--- src/shared/bpcmp_regs.svh ---
`ifndef BPCMP_REGS_SVH
`define BPCMP_REGS_SVH
// ----------------------------------------
// register word offsets (byte addresses)
// ----------------------------------------
`define BPCMP_OFS_CTRL 8'h00
`define BPCMP_OFS_CAX 8'h04
`define BPCMP_OFS_CAH 8'h08
`define BPCMP_OFS_CAL 8'h0c
`define BPCMP_OFS_CBX 8'h10
`define BPCMP_OFS_CBH 8'h14
`define BPCMP_OFS_CBL 8'h18
`define BPCMP_OFS_STAT 8'h1c
`define BPCMP_OFS_MASK 8'h20
// ----------------------------------------
// field positions and reset values
// ----------------------------------------
`define BPCMP_CTRL_TRACE_EN 0
`define BPCMP_CTRL_FULL 1
`define BPCMP_CTRL_A_LO 2
`define BPCMP_CTRL_A_HI 3
`define BPCMP_CTRL_B_LO 4
`define BPCMP_CTRL_B_HI 5
`define BPCMP_X_SEL_LO 6
`define BPCMP_STAT_A 0
`define BPCMP_STAT_B 1
`define BPCMP_RST_BYTE 8'h00
`define BPCMP_RST_BITS 2'h0
`endif

--- src/shared/bpcmp_pkg.sv ---
`default_nettype none
package bpcmp_pkg;
	// core bus sample, one cycle of address and data
	typedef struct packed {
		logic valid;
		logic prog_page;
		logic flash_rom;
		logic [5:0] program_page;
		logic [21:14] expanded_address_bus;
		logic [15:0] cpu_address_bus;
		logic [15:0] data;
	} bpcmp_bus_t;
	typedef struct packed {
		logic [7:0] ext;
		logic [7:0] high;
		logic [7:0] low;
	} bpcmp_cmp_t;
	typedef enum logic [1:0] {
		BPCMP_PG_NONE = 2'b00,
		BPCMP_PG_PROG = 2'b01,
		BPCMP_PG_DATA = 2'b10,
		BPCMP_PG_EEP = 2'b11
	} bpcmp_page_t;
endpackage : bpcmp_pkg
`default_nettype wire

--- src/core/bpcmp_top.sv ---
// What this block does
// - first comparator masks: full, 256B, 16KB
// - second comparator dual mode: same masks
// - extended compare only when program page selected
// - full mode data byte masks on B
// - full mode: B extended bits ignored
// - debug mode: bits 7:6 select paging
// - upper select bit ignored
// - legacy: extended vs program_page on flash
// - legacy flash: high bits 5:0 vs 13:8
// - debug sel 01: 21:16, high 15:14+13:8
// - each compare bit equals bus bit
// - extended bits compared to page signals
// - address mask code 1:0 acts as full compare
`include "bpcmp_regs.svh"
`default_nettype none
module bpcmp_top
(
	// clock and reset
	input wire logic clk_i,
	input wire logic rst_i,
	// wishbone slave
	input wire logic cyc_i,
	input wire logic stb_i,
	input wire logic we_i,
	input wire logic [7:0] adr_i,
	input wire logic [3:0] sel_i,
	input wire logic [31:0] dat_i,
	output logic [31:0] dat_o,
	output logic ack_o,
	// core bus, same clock
	input wire bpcmp_pkg::bpcmp_bus_t bus_i,
	// results
	output logic match_a_o,
	output logic match_b_o,
	output logic irq_o
);
	logic [7:0] ctrl;
	bpcmp_pkg::bpcmp_cmp_t ca;
	bpcmp_pkg::bpcmp_cmp_t cb;
	logic [1:0] stat;
	logic [1:0] mask;
	logic hit_a;
	logic hit_b;
	logic wr;
	logic wr_lo;
	logic [31:0] next_dat;

	// ----------------------------------------
	// address and data comparison
	// ----------------------------------------
	// returns 1 on a match of compare word c against the bus, using mask code hm:lm
	function automatic logic addr_match(
		input bpcmp_pkg::bpcmp_cmp_t c,
		input logic hm,
		input logic lm,
		input logic trace_en,
		input bpcmp_pkg::bpcmp_bus_t b
	);
		logic use_low;
		logic use_high;
		logic use_ext;
		logic ok_ext;
		logic ok_high;
		logic ok_low;
		bpcmp_pkg::bpcmp_page_t kind;
		use_low = ~lm;
		use_high = ~lm | ~hm; // 1:0 forced to full
		kind = bpcmp_pkg::bpcmp_page_t'({1'b0, c.ext[`BPCMP_X_SEL_LO]});
		ok_ext = 1'b1;
		ok_high = (c.high == b.cpu_address_bus[15:8]);
		if (trace_en)
		begin
			use_ext = (kind == bpcmp_pkg::BPCMP_PG_PROG) && b.prog_page;
			if (use_ext)
			begin
				ok_ext = (c.ext[5:0] == b.expanded_address_bus[21:16]);
				ok_high = (c.high == {b.expanded_address_bus[15:14],
					b.cpu_address_bus[13:8]});
			end
		end
		else
		begin
			// select field unused here
			use_ext = b.flash_rom && b.prog_page;
			if (use_ext)
			begin
				ok_ext = (c.ext[5:0] == b.program_page);
				ok_high = (c.high[5:0] == b.cpu_address_bus[13:8]);
			end
		end
		ok_low = (c.low == b.cpu_address_bus[7:0]);
		addr_match = ok_ext & (ok_high | ~use_high) & (ok_low | ~use_low);
	endfunction : addr_match

	// data compare on B in full mode; extended bits unused
	function automatic logic data_match(
		input bpcmp_pkg::bpcmp_cmp_t c,
		input logic hm,
		input logic lm,
		input logic [15:0] d
	);
		data_match = ((c.high == d[15:8]) | hm) & ((c.low == d[7:0]) | lm);
	endfunction : data_match

	always_comb
	begin
		hit_a = bus_i.valid & addr_match(ca, ctrl[`BPCMP_CTRL_A_HI], ctrl[`BPCMP_CTRL_A_LO],
			ctrl[`BPCMP_CTRL_TRACE_EN], bus_i);
		if (ctrl[`BPCMP_CTRL_FULL])
			hit_b = hit_a & data_match(cb, ctrl[`BPCMP_CTRL_B_HI], ctrl[`BPCMP_CTRL_B_LO],
				bus_i.data);
		else
			hit_b = bus_i.valid & addr_match(cb, ctrl[`BPCMP_CTRL_B_HI],
				ctrl[`BPCMP_CTRL_B_LO], ctrl[`BPCMP_CTRL_TRACE_EN], bus_i);
	end

	always_ff @(posedge clk_i)
	begin
		if (rst_i)
		begin
			match_a_o <= 1'b0;
			match_b_o <= 1'b0;
		end
		else
		begin
			match_a_o <= hit_a;
			match_b_o <= hit_b;
		end
	end

	// ----------------------------------------
	// wishbone slave, one wait state
	// ----------------------------------------
	assign wr = cyc_i & stb_i & we_i & ~ack_o;
	assign wr_lo = wr & sel_i[0];

	always_ff @(posedge clk_i)
	begin
		if (rst_i)
			ack_o <= 1'b0;
		else
			ack_o <= cyc_i & stb_i & ~ack_o;
	end

	always_ff @(posedge clk_i)
	begin
		if (rst_i)
		begin
			ctrl <= `BPCMP_RST_BYTE;
			ca <= {3{`BPCMP_RST_BYTE}};
			cb <= {3{`BPCMP_RST_BYTE}};
			mask <= `BPCMP_RST_BITS;
		end
		else if (wr_lo)
		begin
			case (adr_i)
				`BPCMP_OFS_CTRL: ctrl <= {2'h0, dat_i[5:0]};
				`BPCMP_OFS_CAX: ca.ext <= dat_i[7:0];
				`BPCMP_OFS_CAH: ca.high <= dat_i[7:0];
				`BPCMP_OFS_CAL: ca.low <= dat_i[7:0];
				`BPCMP_OFS_CBX: cb.ext <= dat_i[7:0];
				`BPCMP_OFS_CBH: cb.high <= dat_i[7:0];
				`BPCMP_OFS_CBL: cb.low <= dat_i[7:0];
				`BPCMP_OFS_MASK: mask <= dat_i[1:0];
				default: ;
			endcase
		end
	end

	// ----------------------------------------
	// sticky status, write one to clear
	// ----------------------------------------
	// set wins over a clear in the same cycle
	always_ff @(posedge clk_i)
	begin
		if (rst_i)
			stat <= `BPCMP_RST_BITS;
		else if (wr_lo && adr_i == `BPCMP_OFS_STAT)
			stat <= (stat & ~dat_i[1:0]) | {hit_b, hit_a};
		else
			stat <= stat | {hit_b, hit_a};
	end

	always_ff @(posedge clk_i)
	begin
		if (rst_i)
			irq_o <= 1'b0;
		else
			irq_o <= |(stat & mask);
	end

	always_comb
	begin
		case (adr_i)
			`BPCMP_OFS_CTRL: next_dat = {24'h0, ctrl};
			`BPCMP_OFS_CAX: next_dat = {24'h0, ca.ext};
			`BPCMP_OFS_CAH: next_dat = {24'h0, ca.high};
			`BPCMP_OFS_CAL: next_dat = {24'h0, ca.low};
			`BPCMP_OFS_CBX: next_dat = {24'h0, cb.ext};
			`BPCMP_OFS_CBH: next_dat = {24'h0, cb.high};
			`BPCMP_OFS_CBL: next_dat = {24'h0, cb.low};
			`BPCMP_OFS_STAT: next_dat = {30'h0, stat};
			`BPCMP_OFS_MASK: next_dat = {30'h0, mask};
			default: next_dat = 32'h0;
		endcase
	end

	always_ff @(posedge clk_i)
	begin
		if (rst_i)
			dat_o <= 32'h0;
		else
			dat_o <= next_dat;
	end

	// ----------------------------------------
	// assertions
	// ----------------------------------------
	AST_RANGE_16K: assert property (@(posedge clk_i) disable iff (rst_i)
		(bus_i.valid && ctrl[3:2] == 2'b11 && !ctrl[0] && !bus_i.flash_rom) |=> match_a_o)
		else $error("16K range must match any non-paged address");
	AST_FORCE_FULL: assert property (@(posedge clk_i) disable iff (rst_i)
		(!ctrl[0] && ctrl[3:2] == 2'b10 && !bus_i.flash_rom
		&& bus_i.cpu_address_bus[15:8] != ca.high)
		|=> !match_a_o)
		else $error("mask 1:0 must still compare high byte");
	AST_LOW_MASK: assert property (@(posedge clk_i) disable iff (rst_i)
		(!ctrl[1] && !ctrl[4] && bus_i.cpu_address_bus[7:0] != cb.low) |=> !match_b_o)
		else $error("B low byte mismatch must block match");
	AST_DATA_NONE: assert property (@(posedge clk_i) disable iff (rst_i)
		(ctrl[1] && ctrl[5:4] == 2'b11) |=> (match_b_o == match_a_o))
		else $error("data mask 1:1 must follow address match");
	AST_DATA_HIGH: assert property (@(posedge clk_i) disable iff (rst_i)
		(ctrl[1] && !ctrl[5] && bus_i.data[15:8] != cb.high) |=> !match_b_o)
		else $error("data high byte mismatch must block");
	AST_LEGACY_EXT: assert property (@(posedge clk_i) disable iff (rst_i)
		(!ctrl[0] && bus_i.flash_rom && bus_i.prog_page && bus_i.program_page != ca.ext[5:0])
		|=> !match_a_o)
		else $error("legacy extended mismatch must block");
	AST_NOPAGE: assert property (@(posedge clk_i) disable iff (rst_i)
		(ctrl[0] && !bus_i.prog_page && bus_i.valid && ctrl[3:2] == 2'b11) |=> match_a_o)
		else $error("extended compare used without program page");
	AST_SEL_UPPER: assert property (@(posedge clk_i) disable iff (rst_i)
		(ctrl[0] && ca.ext[7:6] == 2'b10 && bus_i.valid && ctrl[3:2] == 2'b11) |=> match_a_o)
		else $error("select 10 must act as 00");
	AST_STICKY: assert property (@(posedge clk_i) disable iff (rst_i)
		match_a_o |-> stat[0])
		else $error("status A not set on match");
	AST_IRQ: assert property (@(posedge clk_i) disable iff (rst_i)
		(|(stat & mask)) |=> irq_o)
		else $error("interrupt not raised");

	// ----------------------------------------
	// first comparator, address masks
	// ----------------------------------------
	// a hit is only promised on a valid cycle; idle cycles carry junk
	AST_A_EXACT: assert property (@(posedge clk_i) disable iff (rst_i)
		(bus_i.valid && !ctrl[0] && ctrl[3:2] == 2'b00 && !bus_i.flash_rom
		&& bus_i.cpu_address_bus == {ca.high, ca.low})
		|=> match_a_o)
		else $error("exact address did not hit on A");
	AST_A_LOW_CMP: assert property (@(posedge clk_i) disable iff (rst_i)
		(!ctrl[2] && bus_i.cpu_address_bus[7:0] != ca.low)
		|=> !match_a_o)
		else $error("A low byte mismatch must block");
	AST_A_RANGE_256: assert property (@(posedge clk_i) disable iff (rst_i)
		(bus_i.valid && !ctrl[0] && ctrl[3:2] == 2'b01 && !bus_i.flash_rom
		&& bus_i.cpu_address_bus[15:8] == ca.high)
		|=> match_a_o)
		else $error("256 byte range on A missed");
	AST_A_HIGH_CMP: assert property (@(posedge clk_i) disable iff (rst_i)
		(!ctrl[0] && ctrl[3:2] == 2'b01 && !bus_i.flash_rom
		&& bus_i.cpu_address_bus[15:8] != ca.high)
		|=> !match_a_o)
		else $error("A high byte mismatch must block");

	// ----------------------------------------
	// second comparator, dual mode
	// ----------------------------------------
	AST_B_RANGE_256: assert property (@(posedge clk_i) disable iff (rst_i)
		(bus_i.valid && ctrl[1:0] == 2'b00 && ctrl[5:4] == 2'b01 && !bus_i.flash_rom
		&& bus_i.cpu_address_bus[15:8] == cb.high)
		|=> match_b_o)
		else $error("256 byte range on B missed");
	AST_B_RANGE_16K: assert property (@(posedge clk_i) disable iff (rst_i)
		(bus_i.valid && ctrl[1:0] == 2'b00 && ctrl[5:4] == 2'b11 && !bus_i.flash_rom)
		|=> match_b_o)
		else $error("16K range on B missed");
	AST_B_HIGH_CMP: assert property (@(posedge clk_i) disable iff (rst_i)
		(ctrl[1:0] == 2'b00 && ctrl[5:4] != 2'b11 && !bus_i.flash_rom
		&& bus_i.cpu_address_bus[15:8] != cb.high)
		|=> !match_b_o)
		else $error("B high byte mismatch must block");

	// ----------------------------------------
	// paged compares
	// ----------------------------------------
	// legacy ignores address bits 15:14 on flash, so pages can alias
	AST_LEGACY_HIT: assert property (@(posedge clk_i) disable iff (rst_i)
		(bus_i.valid && !ctrl[0] && ctrl[3:2] == 2'b00 && bus_i.flash_rom
		&& bus_i.prog_page && bus_i.program_page == ca.ext[5:0]
		&& bus_i.cpu_address_bus[13:0] == {ca.high[5:0], ca.low})
		|=> match_a_o)
		else $error("legacy paged address missed");
	AST_LEGACY_NOFLASH: assert property (@(posedge clk_i) disable iff (rst_i)
		(!ctrl[0] && ctrl[3:2] == 2'b00 && !bus_i.flash_rom
		&& bus_i.cpu_address_bus[15:8] != ca.high)
		|=> !match_a_o)
		else $error("legacy non-flash must compare all high bits");
	AST_DBG_HIT: assert property (@(posedge clk_i) disable iff (rst_i)
		(bus_i.valid && ctrl[0] && ctrl[3:2] == 2'b00 && ca.ext[6] && bus_i.prog_page
		&& bus_i.expanded_address_bus == {ca.ext[5:0], ca.high[7:6]}
		&& bus_i.cpu_address_bus[13:0] == {ca.high[5:0], ca.low})
		|=> match_a_o)
		else $error("paged debug address missed");
	AST_DBG_EXT_MISS: assert property (@(posedge clk_i) disable iff (rst_i)
		(ctrl[0] && ca.ext[6] && bus_i.prog_page
		&& bus_i.expanded_address_bus[21:16] != ca.ext[5:0])
		|=> !match_a_o)
		else $error("page mismatch must block in debug mode");
	AST_SEL_PAGED: assert property (@(posedge clk_i) disable iff (rst_i)
		(ctrl[0] && ca.ext[7:6] == 2'b11 && bus_i.prog_page
		&& bus_i.expanded_address_bus[21:16] != ca.ext[5:0])
		|=> !match_a_o)
		else $error("select 11 must act as 01");
	AST_DBG_NONE: assert property (@(posedge clk_i) disable iff (rst_i)
		(ctrl[0] && !ca.ext[6] && ctrl[3:2] == 2'b00
		&& bus_i.cpu_address_bus[15:8] != ca.high)
		|=> !match_a_o)
		else $error("select 00 must compare all high bits");

	// ----------------------------------------
	// full mode and qualifiers
	// ----------------------------------------
	AST_FULL_B_EXT: assert property (@(posedge clk_i) disable iff (rst_i)
		(bus_i.valid && ctrl[1:0] == 2'b10 && ctrl[5:2] == 4'h0 && !bus_i.flash_rom
		&& bus_i.cpu_address_bus == {ca.high, ca.low}
		&& bus_i.data == {cb.high, cb.low})
		|=> match_b_o)
		else $error("full mode hit blocked by B page bits");
	AST_DATA_LOW: assert property (@(posedge clk_i) disable iff (rst_i)
		(ctrl[1] && !ctrl[4] && bus_i.data[7:0] != cb.low)
		|=> !match_b_o)
		else $error("data low byte mismatch must block");
	AST_FULL_NEEDS_A: assert property (@(posedge clk_i) disable iff (rst_i)
		(ctrl[1] && !ctrl[2] && bus_i.cpu_address_bus[7:0] != ca.low)
		|=> !match_b_o)
		else $error("full mode data hit needs address hit");
	AST_VALID_GATE: assert property (@(posedge clk_i) disable iff (rst_i)
		!bus_i.valid |=> (!match_a_o && !match_b_o))
		else $error("idle core cycle must not match");
endmodule : bpcmp_top
`default_nettype wire

--- config.mk ---
export PLATFORM = sky130hd
export DESIGN_NAME = bpcmp_top
export DESIGN_NICKNAME = d
export VERILOG_FILES = /design/src/shared/bpcmp_pkg.sv /design/src/core/bpcmp_top.sv
export VERILOG_INCLUDE_DIRS = /design/src /design/src/shared
export SDC_FILE = /design/constraint.sdc
export NUM_CORES = 1
export LEC_CHECK = 0
export ABC_CLOCK_PERIOD_IN_PS = 2900
export BUFFER_PORTS_ARGS = -buffer_cell sky130_fd_sc_hd__buf_2
export CAP_MARGIN = 0
export CORE_MARGIN = 10
export CORE_UTILIZATION = 55
export DETAILED_ROUTE_END_ITERATION = 12
export GPL_ROUTABILITY_DRIVEN = 0
export MAX_ROUTING_LAYER = met4
export PLACE_DENSITY_LB_ADDON = 0.3
export SETUP_SLACK_MARGIN = 0.2
export SLEW_MARGIN = 20
export SYNTH_ARGS = -nofsm -noshare
export SYNTH_HDL_FRONTEND = slang
export SYNTH_SLANG_ARGS = --single-unit
--- constraint.sdc ---
create_clock -name clk_i -period 2.9 [get_ports clk_i]
set_input_delay 0 -clock clk_i [delete_from_list [all_inputs] [get_ports clk_i]]
set_output_delay 0 -clock clk_i [all_outputs]
set_load 0.01 [all_outputs]
==> results of run 1 <==
[synth_stat cells, types with 2 or more instances]
cell type,instances,area [um^2]
a22oi_1,13,97.6
xor2_1,54,473
nor3_1,6,30.0
clkbuf_1,17,63.8
inv_1,6,22.5
nand2_1,89,334
mux2i_1,4,40.0
xnor2_1,22,193
a21oi_1,64,320
dfxtp_1,70,1400
and2_1,2,12.5
nand4_1,3,18.8
nor2_1,16,60.1
a32oi_1,2,17.5
a31oi_1,13,81.3
a222oi_1,5,50.1
nor3_2,2,20.0
buf_4,26,195
nor4_1,11,68.8
and3_1,2,12.5
o22ai_1,2,12.5
nand3_1,45,225
buf_1,2,7.51
buf_2,4,20.0
[kinds of logic (layout without fill, tap and decap cells)]
group	Yosys count	after routing	synth area share, %
buffers and inverters	55	118	7.81
AO/OA/AOI/OAI	106	106	16.1
flip-flops	70	70	35.4
other	1	24	0.0948
XOR/XNOR	76	76	16.8
multiplexers	5	5	1.30
AND/OR/NAND/NOR	186	186	22.5
[layer usage]
metal | routed length [um] | up-vias | track usage (%)
met5 | 0 | - | -
met4 | 548 | 0 | 11.1
met3 | 1360 | 54 | 6.08
met2 | 6110 | 255 | 36.8
met1 | 5020 | 1860 | 27.0
li1 | - | 1854 | -
[layout make-up]
class | count | area (um^2)
clock buffer | 13 | 169
clock inverter | 3 | 65.1
fill | 630 | 2250
inverter | 6 | 22.5
multi-input combinational | 397 | 2330
sequential | 70 | 1400
tap | 96 | 120
timing repair buffer | 96 | 543
[flip-flops by register name (all words and copies together) (netlist names), 2 cells and up]
signal,flops
ca,24
cb,24
dat_o,8
ctrl,6
mask,2
stat,2
[power by group through the flow]
stage               sequential [W]  clock (W)  combinational [W]
floorplan                 0.000984          0           0.000117
global placement          0.000984          0           0.000186
detailed placement        0.000984          0           0.000190
CTS                       0.000962   0.000914           0.000197
global route              0.000961   0.000972           0.000216
finish                    0.000962   0.000919           0.000203
[worst paths after layout]
kind	startpoint	endpoint	cells past startpoint
max reg2reg	ca[12]	stat[0]	6
min reg2reg	ca[23]	ca[23]	2
max	ca[12]	stat[0]	6
min	dat_i[1]	cb[17]	3
[critical path: cells and delay by family (launching register included)]
kind            cells  cell delay, ps
xor+xnor            1             170
compound gates      2             550
flops               1             360
simple gates        3             900
[metrics by stage]
stage / area [um^2] / hold slack, ps / worst slack, ps / power (W) / std cells
2_1_floorplan: 4040 / 140 / 1130 / 0.00110 / 522
3_3_place_gp: 4360 / 248 / 958 / 0.00117 / 659
3_5_place_dp: 4360 / 271 / 947 / 0.00117 / 659
4_1_cts: 4650 / 15.9 / 932 / 0.00207 / 681
5_1_grt: 4650 / 12.8 / 775 / 0.00215 / 681
6_report: 4650 / 17.4 / 888 / 0.00208 / 681
==> impl_metrics.ini, run 1 <==
[run_status]
outcome = finished clean

[finish]
antenna_cells = 0
syn_to_final_growth_pct = 17.6
num-nets-final = 678
mostFrequentLayoutCells = nand2_1, buf_2, dfxtp_1
drive_gt1_share_pct = 19.3
final_util_pct = 67.4
layout_commonest_cell = nand2_1

[floorplan]
fp.dieH_um = 105
dieArea_um2 = 11000
ios = 134
die_x_um = 105
fp.coreArea_um2 = 6910
num_rows = 30
initial_core_util_pct = 57.3

[power]
peakVddDrop_mv = 0.273
swShare_pct = 23.6
power_density_nw_per_um2 = 448
p_clk_share_pct = 44.1
p_leak_nw = 1.83
pwr-share-seq_pct = 46.2
combPwrFrac_pct = 9.7
internal_power_w = 0.00159
netSwitchingPower_w = 0.000491

[routing]
drtIter0Drc = 481
drt-vias-per-instance = 5.91
routed_wl_um = 13000
drc_errors = 0
ant_nets = 0
wire_per_inst_um = 19.2
vias = 4023
drtPass1Iterations = 5

[synthesis]
synth_area_um2 = 3960
synth-edff-count = 0
ys_warn_count = 0
synthCells = 499
postSynthAreaPerCell_um2 = 7.93
synth-seq-cells = 70
synthArstFlopShare_pct = 0
synth_top_flop_cell = dfxtp_1
ys_types = 43
ys_seq_area_share_pct = 35.4

[timing]
slew_headroom_pct = 57.6
post-route-min-period_ps = 2010
drv_slew = 0
fmaxAchievable_mhz = 497
worstMarginPinSlew_ps = 636
timing.final.crit_share_pct = 69.4
tns_ps = 0
hold_violations = 0
rsz0062_at_grt = false
setup_violations = 0
fin_skew_ps = 6.28

[worst_setup_path]
path_cells = xor2_1 -> nor4_1 -> nand3_1 -> o32a_1 -> nor2b_1 -> a31o_2
path_max_fanout = 3
crit_arrival_ps = 2310
criticalPathCategory = reg2reg
max_stage_delay_ps = 560
reg2reg_slack_ps = 890
critical_path_required_ps = 3200
cp_slowest_cell = nor4_1
worstSetupEndpointType = flip-flop
worst_setup_path_start_kind = flip-flop

[cts]
cts_sinks = 70
postCtsSetupBuffers = 0
clock_latency_ps = 340
cts_tree = done
numCtsBuffers = 9
cts-root-buf = clkbuf_8
path_clk_slew_ps = 80
h-tree-depth = 3
cts_hold_buf = 6
cts_resized = 0
clock_path_buffers = 2

[global_route]
grt_pass1_wl_um = 20500
grt_start_max_net_pins = 60
grt_pass1_vias = 4066
antenna_found_initial = 0
grt_usage_pct = 23.3
grt.overflow.total = 0

[worst_hold_path]
hold_path_class = in2reg

[job]
drv_cap = 0

[placed_design]
io_buffers = 82
hpwl_um = 9810
Power figures use the tool's default switching activity.
==> run 2: changes to the inputs <==
--- a/config.mk
+++ b/config.mk
@@ -6,11 +6,11 @@
 export SDC_FILE = /design/constraint.sdc
 export NUM_CORES = 1
 export LEC_CHECK = 0
-export ABC_CLOCK_PERIOD_IN_PS = 2900
+export ABC_CLOCK_PERIOD_IN_PS = 1900
 export BUFFER_PORTS_ARGS = -buffer_cell sky130_fd_sc_hd__buf_2
 export CAP_MARGIN = 0
 export CORE_MARGIN = 10
-export CORE_UTILIZATION = 55
+export CORE_UTILIZATION = 51
 export DETAILED_ROUTE_END_ITERATION = 12
 export GPL_ROUTABILITY_DRIVEN = 0
 export MAX_ROUTING_LAYER = met4
==> constraint.sdc (replaced) <==
create_clock -name clk_i -period 1.9 [get_ports clk_i]
set_input_delay 0 -clock clk_i [delete_from_list [all_inputs] [get_ports clk_i]]
set_output_delay 0 -clock clk_i [all_outputs]
set_load 0.01 [all_outputs]
==> impl_metrics.ini, run 2 (synthesis results as in run 1) <==
[cts]
numCtsBuffers = 9
path_clk_slew_ps = 80
cts_sinks = 70
h-tree-depth = 3
cts_tree = done
clock_latency_ps = 350
cts-root-buf = clkbuf_8
clock_path_buffers = 2
postCtsSetupBuffers = 0

[power]
power_density_nw_per_um2 = 635
p_clk_share_pct = 42.2
pwr-share-seq_pct = 47.5
internal_power_w = 0.00233
p_leak_nw = 1.95
netSwitchingPower_w = 0.000754
swShare_pct = 24.4
combPwrFrac_pct = 10.3
peakVddDrop_mv = 0.446

[job]
drv_cap = 0

[timing]
fin_skew_ps = 5.80
rsz0062_at_grt = true
slew_headroom_pct = 56.5
drv_slew = 0
worst_slack_ps = 70.8
post-route-min-period_ps = 1830
hold_violations = 0
setup_violations = 0
fmaxAchievable_mhz = 547
tns_ps = 0
worstMarginPinSlew_ps = 652
timing.final.crit_share_pct = 96.3

[routing]
ant_nets = 0
wire_per_inst_um = 19.0
vias = 4077
drtIter0Drc = 425
routed_wl_um = 13400
drtPass1Iterations = 6
drc_errors = 0
drt-vias-per-instance = 5.77

[global_route]
antenna_found_initial = 0
grt_usage_pct = 23.0
grt_start_max_net_pins = 60
grt_pass1_vias = 3963
grt_pass1_wl_um = 20700
grt.overflow.total = 0

[finish]
num-nets-final = 698
mostFrequentLayoutCells = nand2_1, buf_2, dfxtp_1
syn_to_final_growth_pct = 23.0
drive_gt1_share_pct = 24.8
antenna_cells = 0
layout_commonest_cell = nand2_1
largest_registers = ca: 24 flops, cb: 24 flops, dat_o: 8 flops
fill_cells = 679

[worst_setup_path]
rr_endpoint = stat[1]
reg2reg_slack_ps = 70
reg2reg_depth = 6
criticalPathCategory = reg2reg
path_buf_inv = 0
cp_slowest_cell = or4_4
crit_path_start = cb[2]
path_max_fanout = 2
critical_path_required_ps = 2200
path_cells = xor2_1 -> nor4_1 -> a21oi_1 -> or3_1 -> or4_4 -> nand3_2
crit_arrival_ps = 2130
crit_family = simple AND/OR/NAND/NOR gates
crit_cells = 6
worstSetupEndpointType = flip-flop
r2r-start = cb[2]
worst_setup_path_start_kind = flip-flop
max_stage_delay_ps = 440

[worst_hold_path]
min_path_cells = 3
hold_path_class = in2reg
hp-start = dat_i[0]
whs_endpoint = cb[16]

[floorplan]
die_x_um = 108
dieArea_um2 = 11700
initial_core_util_pct = 51.7
fp.dieH_um = 108
fp.coreArea_um2 = 7650
ios = 134
num_rows = 32

[run_status]
outcome = finished clean

[placed_design]
io_buffers = 82
hpwl_um = 10400
pre_cts_ws_ps = 48.4
==> run 2: changes by cell type in the layout (fill, tap and decap cells not counted), sizes merged <==
| cell | change |
|---|---|
| buf | +19 |
| dlygate4sd3 | +1 |
| clkinv | +1 |
| bufinv | -1 |
==> run 2: repair_timing <==
| action | CTS | global route |
|---|---|---|
| endpoints found under the setup margin | 4 | 10 |
| resized for setup | 6 | 11 |
| pin swaps | 3 | 6 |
| hold endpoints to repair | 21 | 0 |
| hold buffers | 7 | 0 |
==> run 2: layout make-up <==
type / count / area [um^2] / share of cell area, %
multi-input combinational: 397 / 2380 / 48.9
sequential: 70 / 1410 / 28.9
timing repair buffer: 116 / 708 / 14.6
clock buffer: 13 / 179 / 3.68
tap: 102 / 128 / 2.62
clock inverter: 3 / 40.0 / 0.823
inverter: 6 / 22.5 / 0.463
==> run 2: tightest hold or removal path, delay by kind of cell <==
kind | cells | cell delay [ps]
compound gates | 1 | 60
buf+inv | 1 | 170
simple gates | 1 | 80
==> run 2: worst max path at each step <==
stage	end	slack, ps
after detailed placement	stat[1]	50
after floorplan	stat[1]	240
after CTS	stat[1]	90
after global placement	stat[1]	100
final	stat[1]	70
after global routing	stat[1]	30
==> run 2: power groups by stage <==
stage,sequential [W],clock [W],combinational (W)
finish,0.00147,0.00130,0.000317
global route,0.00147,0.00137,0.000339
CTS,0.00147,0.00132,0.000306
detailed placement,0.00150,0,0.000292
global placement,0.00150,0,0.000287
floorplan,0.00150,0,0.000179
==> run 2: metrics by stage <==
stage	hold WS (ps)	utilization, %	cell area, um^2	cells	power, W
6_report	7.85	63.6	4860	707	0.00309
2_1_floorplan	140	-	4040	522	0.00168
5_1_grt	10.3	63.6	4860	707	0.00318
3_5_place_dp	271	59.1	4520	684	0.00179
4_1_cts	5.23	63.2	4830	707	0.00309
3_3_place_gp	249	59.1	4520	684	0.00179
==> run 2: metal layers <==
metal	part of all wire, %	track usage (%)
met1	38	27.6
met2	48	37.0
met3	11	4.10
met4	3.6	9.54
met5	0	-
